### src/param_lock_consts.vh
// Purpose: constants for the acquisition parameter lock register bank
// Assumes: 32-bit axi4-lite register bus, byte addresses
// Notes: offsets are byte addresses of aligned words
`ifndef PARAM_LOCK_CONSTS_VH
`define PARAM_LOCK_CONSTS_VH

`define ADDR_W 8
// register offsets
`define OFF_TRANSPORT_LOCK 8'h00
`define OFF_GROUP_SELECT 8'h04
`define OFF_GROUP_STATE 8'h08
`define OFF_FRAME_DIM 8'h0c
`define OFF_PIXEL_ENC 8'h10
`define OFF_EXT_PAYLOAD 8'h14
`define OFF_STREAM_CFG 8'h18
`define OFF_COMMAND 8'h1c
`define OFF_STATUS 8'h20
`define OFF_INTERNAL 8'h24
// lock group codes
`define GRP_FRAME_DIM 2'h0
`define GRP_PIXEL_ENC 2'h1
`define GRP_PIXEL_WIDTH 2'h2
`define GRP_EXT_PAYLOAD 2'h3
// command bits
`define CMD_CAPTURE_BIT 0
`define CMD_TRANSFER_BIT 1
`define CMD_CAPTURE_STOP_BIT 2
`define CMD_TRANSFER_STOP_BIT 3
// pixel encoding field: width code lives in the top byte
`define PIX_WIDTH_MSB 31
`define PIX_WIDTH_LSB 24
// axi responses
`define RESP_OKAY 2'h0
`define RESP_SLVERR 2'h2
// reset values
`define RST_GROUP_STATE 4'hf
`define RST_WORD 32'h0000_0000

`endif

### src/acquisition_parameter_lock.v
// Purpose: transport lock register bank that freezes stream settings during capture
// Assumes: one clock, synchronous active-low reset, axi4-lite slave with one access of each kind
// Notes: a refused write keeps the stored value and answers slverr
//
// Local design decisions: register access over AXI4-Lite and the address map.
`include "param_lock_consts.vh"

module acquisition_parameter_lock #(
  parameter DATA_W = 32
) (
  input wire clk_sys_i,
  input wire rst_b_i,
  input wire [`ADDR_W-1:0] s_axi_awaddr,
  input wire s_axi_awvalid,
  output reg s_axi_awready,
  input wire [DATA_W-1:0] s_axi_wdata,
  input wire [DATA_W/8-1:0] s_axi_wstrb,
  input wire s_axi_wvalid,
  output reg s_axi_wready,
  output reg [1:0] s_axi_bresp,
  output reg s_axi_bvalid,
  input wire s_axi_bready,
  input wire [`ADDR_W-1:0] s_axi_araddr,
  input wire s_axi_arvalid,
  output reg s_axi_arready,
  output reg [DATA_W-1:0] s_axi_rdata,
  output reg [1:0] s_axi_rresp,
  output reg s_axi_rvalid,
  input wire s_axi_rready,
  input wire int_update_i,
  input wire [DATA_W-1:0] int_frame_dim_i,
  input wire [DATA_W-1:0] int_pixel_enc_i,
  output reg [DATA_W-1:0] frame_dim_o,
  output reg [DATA_W-1:0] pixel_enc_o,
  output reg ext_payload_o,
  output reg [DATA_W-1:0] stream_cfg_o,
  output reg capture_active_o,
  output reg transfer_active_o,
  output reg transport_lock_o
);

  // group state bits indexed by group code
  reg [3:0] lock_group_state_ff;
  reg [1:0] lock_group_select_ff;
  reg [`ADDR_W-1:0] aw_addr_ff;
  reg [DATA_W-1:0] w_data_ff;
  reg [DATA_W/8-1:0] w_strb_ff;
  reg aw_held_ff;
  reg w_held_ff;
  reg [3:0] refused_cnt_ff;

  wire [DATA_W-1:0] stat_word;

  // byte-lane merge of a write into a stored word
  function [DATA_W-1:0] merge;
    input [DATA_W-1:0] old_v;
    input [DATA_W-1:0] new_v;
    input [DATA_W/8-1:0] strb;
    integer b;
    begin
      merge = old_v;
      for (b = 0; b < DATA_W/8; b = b + 1) begin
        if (strb[b]) begin
          merge[b*8 +: 8] = new_v[b*8 +: 8];
        end
      end
    end
  endfunction

  // a group is frozen when lock is set and its state is true
  function frozen;
    input lock_v;
    input [3:0] states;
    input [1:0] grp;
    begin
      frozen = lock_v & states[grp];
    end
  endfunction

  // write path state; decode sees the held copies at commit
  wire [`ADDR_W-1:0] wr_addr = aw_held_ff ? aw_addr_ff : s_axi_awaddr;
  wire [DATA_W-1:0] wr_data = w_held_ff ? w_data_ff : s_axi_wdata;
  wire [DATA_W/8-1:0] wr_strb = w_held_ff ? w_strb_ff : s_axi_wstrb;
  // commit once both channels are held and no answer is pending
  wire wr_go = aw_held_ff & w_held_ff & ~s_axi_bvalid;
  wire running = capture_active_o | transfer_active_o;

  // freeze decisions per group; binning-like frame settings follow
  wire frz_frame = frozen(transport_lock_o, lock_group_state_ff, `GRP_FRAME_DIM);
  wire frz_enc = frozen(transport_lock_o, lock_group_state_ff, `GRP_PIXEL_ENC);
  wire frz_width = frozen(transport_lock_o, lock_group_state_ff, `GRP_PIXEL_WIDTH);
  wire frz_ext = frozen(transport_lock_o, lock_group_state_ff, `GRP_EXT_PAYLOAD);

  wire [DATA_W-1:0] enc_new = merge(pixel_enc_o, wr_data, wr_strb);
  wire width_same = enc_new[`PIX_WIDTH_MSB:`PIX_WIDTH_LSB] == pixel_enc_o[`PIX_WIDTH_MSB:`PIX_WIDTH_LSB];
  wire enc_denied = frz_enc | (frz_width & ~width_same);

  // per-address refusal decision for the pending write
  // unmapped addresses answer slverr but are not counted as refusals
  reg wr_denied;
  reg wr_mapped;
  always @* begin
    wr_denied = 1'b0;
    wr_mapped = 1'b1;
    if (wr_addr == `OFF_TRANSPORT_LOCK) begin
      wr_denied = running & ~wr_data[0] & wr_strb[0];
    end else if (wr_addr == `OFF_GROUP_SELECT) begin
      wr_denied = 1'b0;
    end else if (wr_addr == `OFF_GROUP_STATE) begin
      wr_denied = transport_lock_o;
    end else if (wr_addr == `OFF_FRAME_DIM) begin
      wr_denied = frz_frame;
    end else if (wr_addr == `OFF_PIXEL_ENC) begin
      wr_denied = enc_denied;
    end else if (wr_addr == `OFF_EXT_PAYLOAD) begin
      wr_denied = frz_ext;
    end else if (wr_addr == `OFF_STREAM_CFG) begin
      wr_denied = transport_lock_o;
    end else if (wr_addr == `OFF_COMMAND) begin
      wr_denied = ~transport_lock_o & wr_strb[0] &
                  (wr_data[`CMD_CAPTURE_BIT] | wr_data[`CMD_TRANSFER_BIT]);
    end else begin
      wr_mapped = 1'b0;
    end
  end

  // write channel handshakes and register updates
  always @(posedge clk_sys_i) begin
    if (!rst_b_i) begin
      s_axi_awready <= 1'b0;
      s_axi_wready <= 1'b0;
      s_axi_bvalid <= 1'b0;
      s_axi_bresp <= `RESP_OKAY;
      aw_held_ff <= 1'b0;
      w_held_ff <= 1'b0;
      aw_addr_ff <= {`ADDR_W{1'b0}};
      w_data_ff <= `RST_WORD;
      w_strb_ff <= {(DATA_W/8){1'b0}};
      transport_lock_o <= 1'b0;
      lock_group_select_ff <= `GRP_FRAME_DIM;
      // all four groups (size, encoding, width, ext payload) locked by default
      lock_group_state_ff <= `RST_GROUP_STATE;
      frame_dim_o <= `RST_WORD;
      pixel_enc_o <= `RST_WORD;
      ext_payload_o <= 1'b0;
      stream_cfg_o <= `RST_WORD;
      capture_active_o <= 1'b0;
      transfer_active_o <= 1'b0;
      refused_cnt_ff <= 4'h0;
    end else begin
      // accept each channel once, hold it until both present
      // ready must not wait for the other channel, or a paired offer would stall
      s_axi_awready <= ~aw_held_ff & ~s_axi_awready & s_axi_awvalid & ~s_axi_bvalid;
      s_axi_wready <= ~w_held_ff & ~s_axi_wready & s_axi_wvalid & ~s_axi_bvalid;
      if (s_axi_awvalid & s_axi_awready) begin
        aw_held_ff <= 1'b1;
        aw_addr_ff <= s_axi_awaddr;
      end
      if (s_axi_wvalid & s_axi_wready) begin
        w_held_ff <= 1'b1;
        w_data_ff <= s_axi_wdata;
        w_strb_ff <= s_axi_wstrb;
      end
      if (s_axi_bvalid & s_axi_bready) begin
        s_axi_bvalid <= 1'b0;
      end
      // internal updates only to unfrozen groups
      // a bus write committing in the same cycle wins over this update
      if (int_update_i) begin
        if (!frz_frame) begin
          frame_dim_o <= int_frame_dim_i;
        end
        if (!frz_enc && !(frz_width && int_pixel_enc_i[`PIX_WIDTH_MSB:`PIX_WIDTH_LSB] !=
            pixel_enc_o[`PIX_WIDTH_MSB:`PIX_WIDTH_LSB])) begin
          pixel_enc_o <= int_pixel_enc_i;
        end
      end
      if (wr_go) begin
        aw_held_ff <= 1'b0;
        w_held_ff <= 1'b0;
        s_axi_bvalid <= 1'b1;
        s_axi_bresp <= (wr_denied | ~wr_mapped) ? `RESP_SLVERR : `RESP_OKAY;
        // saturating count of refused writes for status
        if (wr_denied && refused_cnt_ff != 4'hf) begin
          refused_cnt_ff <= refused_cnt_ff + 4'h1;
        end
        if (!wr_denied && wr_mapped) begin
          if (wr_addr == `OFF_TRANSPORT_LOCK) begin
            // lock bit 0 holds 0 or 1
            if (wr_strb[0]) begin
              transport_lock_o <= wr_data[0];
            end
          end else if (wr_addr == `OFF_GROUP_SELECT) begin
            if (wr_strb[0]) begin
              lock_group_select_ff <= wr_data[1:0];
            end
          end else if (wr_addr == `OFF_GROUP_STATE) begin
            if (wr_strb[0]) begin
              lock_group_state_ff[lock_group_select_ff] <= wr_data[0];
            end
          end else if (wr_addr == `OFF_FRAME_DIM) begin
            frame_dim_o <= merge(frame_dim_o, wr_data, wr_strb);
          end else if (wr_addr == `OFF_PIXEL_ENC) begin
            pixel_enc_o <= enc_new;
          end else if (wr_addr == `OFF_EXT_PAYLOAD) begin
            if (wr_strb[0]) begin
              ext_payload_o <= wr_data[0];
            end
          end else if (wr_addr == `OFF_STREAM_CFG) begin
            stream_cfg_o <= merge(stream_cfg_o, wr_data, wr_strb);
          end else if (wr_addr == `OFF_COMMAND) begin
            if (wr_strb[0]) begin
              // start bits set, stop bits clear; start wins when both
              if (wr_data[`CMD_CAPTURE_BIT]) begin
                capture_active_o <= 1'b1;
              end else if (wr_data[`CMD_CAPTURE_STOP_BIT]) begin
                capture_active_o <= 1'b0;
              end
              if (wr_data[`CMD_TRANSFER_BIT]) begin
                transfer_active_o <= 1'b1;
              end else if (wr_data[`CMD_TRANSFER_STOP_BIT]) begin
                transfer_active_o <= 1'b0;
              end
            end
          end
        end
      end
    end
  end

  // status word: activity, lock and refusal count
  assign stat_word = {{(DATA_W-7){1'b0}}, refused_cnt_ff, transport_lock_o,
                      transfer_active_o, capture_active_o};

  // read channel with address decode
  // one read at a time; arready waits until the last answer is taken
  always @(posedge clk_sys_i) begin
    if (!rst_b_i) begin
      s_axi_arready <= 1'b0;
      s_axi_rvalid <= 1'b0;
      s_axi_rdata <= `RST_WORD;
      s_axi_rresp <= `RESP_OKAY;
    end else begin
      s_axi_arready <= s_axi_arvalid & ~s_axi_arready & ~s_axi_rvalid;
      if (s_axi_rvalid & s_axi_rready) begin
        s_axi_rvalid <= 1'b0;
      end
      if (s_axi_arvalid & s_axi_arready) begin
        s_axi_rvalid <= 1'b1;
        s_axi_rresp <= `RESP_OKAY;
        if (s_axi_araddr == `OFF_TRANSPORT_LOCK) begin
          s_axi_rdata <= {{(DATA_W-1){1'b0}}, transport_lock_o};
        end else if (s_axi_araddr == `OFF_GROUP_SELECT) begin
          s_axi_rdata <= {{(DATA_W-2){1'b0}}, lock_group_select_ff};
        end else if (s_axi_araddr == `OFF_GROUP_STATE) begin
          s_axi_rdata <= {{(DATA_W-1){1'b0}}, lock_group_state_ff[lock_group_select_ff]};
        end else if (s_axi_araddr == `OFF_FRAME_DIM) begin
          s_axi_rdata <= frame_dim_o;
        end else if (s_axi_araddr == `OFF_PIXEL_ENC) begin
          s_axi_rdata <= pixel_enc_o;
        end else if (s_axi_araddr == `OFF_EXT_PAYLOAD) begin
          s_axi_rdata <= {{(DATA_W-1){1'b0}}, ext_payload_o};
        end else if (s_axi_araddr == `OFF_STREAM_CFG) begin
          s_axi_rdata <= stream_cfg_o;
        end else if (s_axi_araddr == `OFF_COMMAND) begin
          s_axi_rdata <= `RST_WORD;
        end else if (s_axi_araddr == `OFF_STATUS) begin
          s_axi_rdata <= stat_word;
        end else begin
          s_axi_rdata <= `RST_WORD;
          s_axi_rresp <= `RESP_SLVERR;
        end
      end
    end
  end

endmodule // acquisition_parameter_lock

### config.mk
export PLATFORM = sky130hd
export DESIGN_NAME = acquisition_parameter_lock
export DESIGN_NICKNAME = d
export VERILOG_FILES = /design/src/acquisition_parameter_lock.v
export VERILOG_INCLUDE_DIRS = /design/src /design/src/src
export SDC_FILE = /design/constraint.sdc
export NUM_CORES = 1
export LEC_CHECK = 0
export BUFFER_PORTS_ARGS = -buffer_cell sky130_fd_sc_hd__buf_4
export CORE_ASPECT_RATIO = 2
export CORE_MARGIN = 2
export CORE_UTILIZATION = 40
export DETAILED_ROUTE_END_ITERATION = 8
export MAX_ROUTING_LAYER = met4
export PLACE_DENSITY = 0.59
export SETUP_SLACK_MARGIN = 0.4
export SLEW_MARGIN = 40
export SYNTH_ARGS = -nofsm -noshare
export SYNTH_HDL_FRONTEND = slang
export SYNTH_SLANG_ARGS = --single-unit
### constraint.sdc
create_clock -name clk_sys_i -period 5.8 [get_ports clk_sys_i]
set_clock_uncertainty 0.05 [all_clocks]
set_input_delay 0.29 -clock clk_sys_i [delete_from_list [all_inputs] [get_ports clk_sys_i]]
set_output_delay 0.29 -clock clk_sys_i [all_outputs]
set_load 0.005 [all_outputs]
==> results.txt <==
* Total placed instance area: 12200 sq um
- After synthesis, the largest family of logic cells by area is compound AO/OA/AOI/OAI gates.
- Setup repair after global routing left no endpoint under its margin.
* Post-route ant nets: 0
* Required time reported for the critical path endpoint: 6100 ps
* Class of the tightest hold or removal check: in2reg
- Post-synthesis cell type count: 71
- Maximum operating frequency: 279 MHz
- Summing the areas of all fa, ha and maj instances in the mapped netlist gives 0.125% of the synthesized area.
- In this run, flip-flops and latches consume 47.5% of the power.
* Maximum level of the CTS H-tree: 4
- Drt pass-1 iters: 5
* Mean post-synth cell area: 7.98 sq um
* Number of hold violations in the final report: 0
* Average vias per placed instance: 5.87
- The congestion estimate from routability-driven global placement came to 0.937.
- Static leakage: 0.00486 uW
* Buffers on Ports: 262
- Worst-Margin Slew: 850 ps
- Fraction of registers with async set or reset after synthesis: 0%
- TritonCTS built the clock tree.
- The detailed router finished its first iteration with 1000 violations.
- Diodes inserted: 0
- Maximum number of pins on one net before global-route repair: 71
- Number of enable flip-flop cells after synthesis: 0
* Highest metal used: met4
- Core area: 24500 sq um
- After clock tree synthesis, the clock-pin slew on the worst setup and hold paths is 70 ps.
- Once routing completed, OpenROAD measured the worst setup slack at 2210 ps.
- Worst-case vdd ir drop: 0.182 mV
* Nature of the critical path startpoint: flip-flop
* Warnings from Yosys: 0
- Net total in the final layout: 1584
- Area growth from synthesis to layout: 27.6%
- Portion of the post-synthesis area used by sequential elements: 39.0%
- The number of antenna violations at the first check in global routing was 0.
* Share of Yosys cell area claimed by the top area cell type: 39.0%
- Classification of the worst setup path: reg2reg
- Cell Rows: 81
* Int Power: 2200 uW
* Via count: 10600
- GR Util All Layers: 30.7%
- After synthesis the netlist holds a flip-flop and latch count of 195.
* Cells after synthesis: 1254
* Crit share post-route: 61.8%
- After detailed routing, the number of remaining DRC violations is 0.
- The clock passes through at most 2 buffers.
- The HPWL after detailed placement is 29200 um.
- Power spread over the standard cell area amounts to 238 nW/um^2.
- Area enclosed by the die boundary: 26400 sq um
* Final Max Slew Viols: 0
- Power share of the clock group: 37.7%
- Average wire length per cell after detail routing: 22.1 um
- Top cell types by occurrence after synthesis: nand2_1 (199), dfxtp_1 (195), a21oi_1 (150), nand3_1 (80), o21ai_0 (78)
* Buffers inserted during post-CTS setup optimization: 0
- Global-route wire length before repair: 59500 um
- Multiplexer share of the synthesized area: 6.18%
- Finish-stage setup viols: 0
- DRT Wirelength: 39900 um
* Root cell of the clock tree: clkbuf_16
- The most used flip-flop cell after synthesis is dfxtp_1.
* Top cell type by total area after synthesis: dfxtp_1
- Mapped cell area: 10000 sq um
* Die Height: 228 um
* Global route total overflow: 0
- Combinational cells account for 14.8% of the total power.
* Total length of routed met2 wires: 21200 um
* Hold_buf cts: 0
* CP Data Arrival Time: 3880 ps
* Period minus WS final: 3590 ps
- Number of clock buffers inserted by TritonCTS: 17
- The finished cells cover 12800 sq um.
* Post-place setup slack: 2190 ps
- Element type at the critical path end: flip-flop
- Cell types occupying the most area after synthesis: dfxtp_1 (39%), a21oi_1 (7.5%), nand2_1 (7.5%), mux2_2 (4.1%), nand3_1 (4.0%)
* Share of the synthesized area in compound gates (AO/OA/AOI/OAI): 27.3%
- Slew margin rel.: 43.3%
- Share of post-route cells with drive strength above 1: 26.0%
- After detailed routing, the wire length on met1 is 14500 um.
- The die is 116 um wide.
* Maximum net fanout on the critical path: 47
- Of the total synthesized cell area, the portion taken by AND, OR, NAND and NOR gates is 19.2%.
- Post-Synth XOR/XNOR Area: 0.963%
* Max capacitance violation total: 0
- Detail Route met3 WL: 1970 um
- Dominant cell by count in the synthesized netlist: nand2_1
- The via count of the first global-routing pass was 10400.
- The run finished with clean final reports.
* Number of clock sinks: 195
- Initial core utilization: 40.8%
- Post-CTS repair changed the size of 0 cells.
* Switching Fraction: 27.6%
- Total Negative Setup Slacks: 0 ps
- Clock latency of the later-clocked register in the worst-skew pair: 450 ps
- For this design the top-level I/O count stands at 265.
- Switching power of the nets: 837 uW
placed cells by master, fill, tap and decap left out, types with 4 or more instances in the layout:
| master | instances |
|---|---|
| nand4_1 | 11 |
| buf_4 | 283 |
| o21ai_0 | 78 |
| o211ai_1 | 5 |
| a31oi_1 | 5 |
| clkbuf_16 | 17 |
| nand3_1 | 80 |
| mux2i_1 | 19 |
| nand2_1 | 198 |
| nand2b_1 | 7 |
| nand3b_1 | 6 |
| o31ai_2 | 8 |
| a311oi_1 | 4 |
| or4_1 | 6 |
| mux2_2 | 36 |
| nor2_1 | 47 |
| or3_1 | 5 |
| o311a_1 | 4 |
| o2bb2ai_1 | 22 |
| and2_1 | 4 |
| inv_1 | 66 |
| xnor2_1 | 10 |
| nor3_2 | 7 |
| o221ai_1 | 5 |
| nor4b_1 | 5 |
| o31ai_1 | 32 |
| a22oi_1 | 23 |
| a211oi_1 | 4 |
| a41oi_1 | 4 |
| nor3_1 | 8 |
| a21oi_1 | 150 |
| nor3b_1 | 4 |
| nor4_1 | 6 |
| a222oi_1 | 8 |
| clkbuf_1 | 6 |
| dfxtp_1 | 194 |
| a221oi_1 | 30 |
final cells by class:
class	count	area, sq um
Tap cell	332	415
Clock buffer	26	489
Timing Repair Buffer	287	2190
Multi-Input combinational cell	890	5450
Clock inverter	5	52.6
Inverter	68	258
Fill cell	2441	11800
Sequential cell	195	3910
state kept, by name (all words and copies together) (netlist names), 2 cells and up:
signal                flops
aw_addr_ff                8
stream_cfg_o             32
lock_group_select_ff      2
w_strb_ff                 4
lock_group_state_ff       4
s_axi_rdata              32
w_data_ff                32
pixel_enc_o              32
refused_cnt_ff            4
frame_dim_o              32
cell families (layout without fill, tap and decap cells):
logic type                 after synthesis  count (layout)
adders and majority gates                1               1
other                                    1               2
DFF                                    195             195
buffers and inverters                  170             386
muxes                                   56              56
and+or+nand+nor                        409             409
xor gates and xnor gates                11              11
AOI/OAI and AO/OA                      411             411
critical path, cell delays in order (launching register included):
cell	delay [ps]
dfxtp_1	680
nor3_1	120
nor2_1	580
o221a_2	370
o21ai_1	130
o311a_4	250
buf_12	230
o31ai_2	690
a2bb2o_1	340
final timing paths:
| kind | start | endpoint | slack (ps) | cells after the start |
|---|---|---|---|---|
| max | aw_held_ff$_SDFFE_PP0P_ | frame_dim_o[11]$_SDFFE_PN0P_ | 2210 | 8 |
| min reg2reg | w_data_ff[8]$_SDFFE_PN0P_ | w_data_ff[8]$_SDFFE_PN0P_ | 410 | 2 |
| max reg2reg | aw_held_ff$_SDFFE_PP0P_ | frame_dim_o[11]$_SDFFE_PN0P_ | 2210 | 8 |
| min | s_axi_wdata[23] | w_data_ff[23]$_SDFFE_PN0P_ | 40 | 3 |
power groups by stage:
stage          registers, uW  logic (uW)  clock network, uW
6_report                1440         450               1140
5_1_grt                 1440         487               1200
4_1_cts                 1440         444               1150
3_5_place_dp            1470         443                  0
3_3_place_gp            1470         436                  0
2_1_floorplan           1440         246                  0
metal layers:
metal	GRT usage, %	up-vias
met5	-	-
met3	4.67	122
li1	-	4960
met1	32.7	5050
met2	53.9	452
met4	16.4	0
stage by stage:
stage / total power [uW] / hold WS (ps) / util, % / cells
6_report: 3030 / 35.9 / 52.0 / 1803
2_1_floorplan: 1690 / 376 / - / 1255
3_3_place_gp: 1900 / 388 / 49.5 / 1768
4_1_cts: 3030 / 23.2 / 51.9 / 1801
3_5_place_dp: 1910 / 395 / 49.7 / 1770
5_1_grt: 3130 / 38.8 / 52.0 / 1803
No activity file was read; power rests on OpenSTA's default activity.
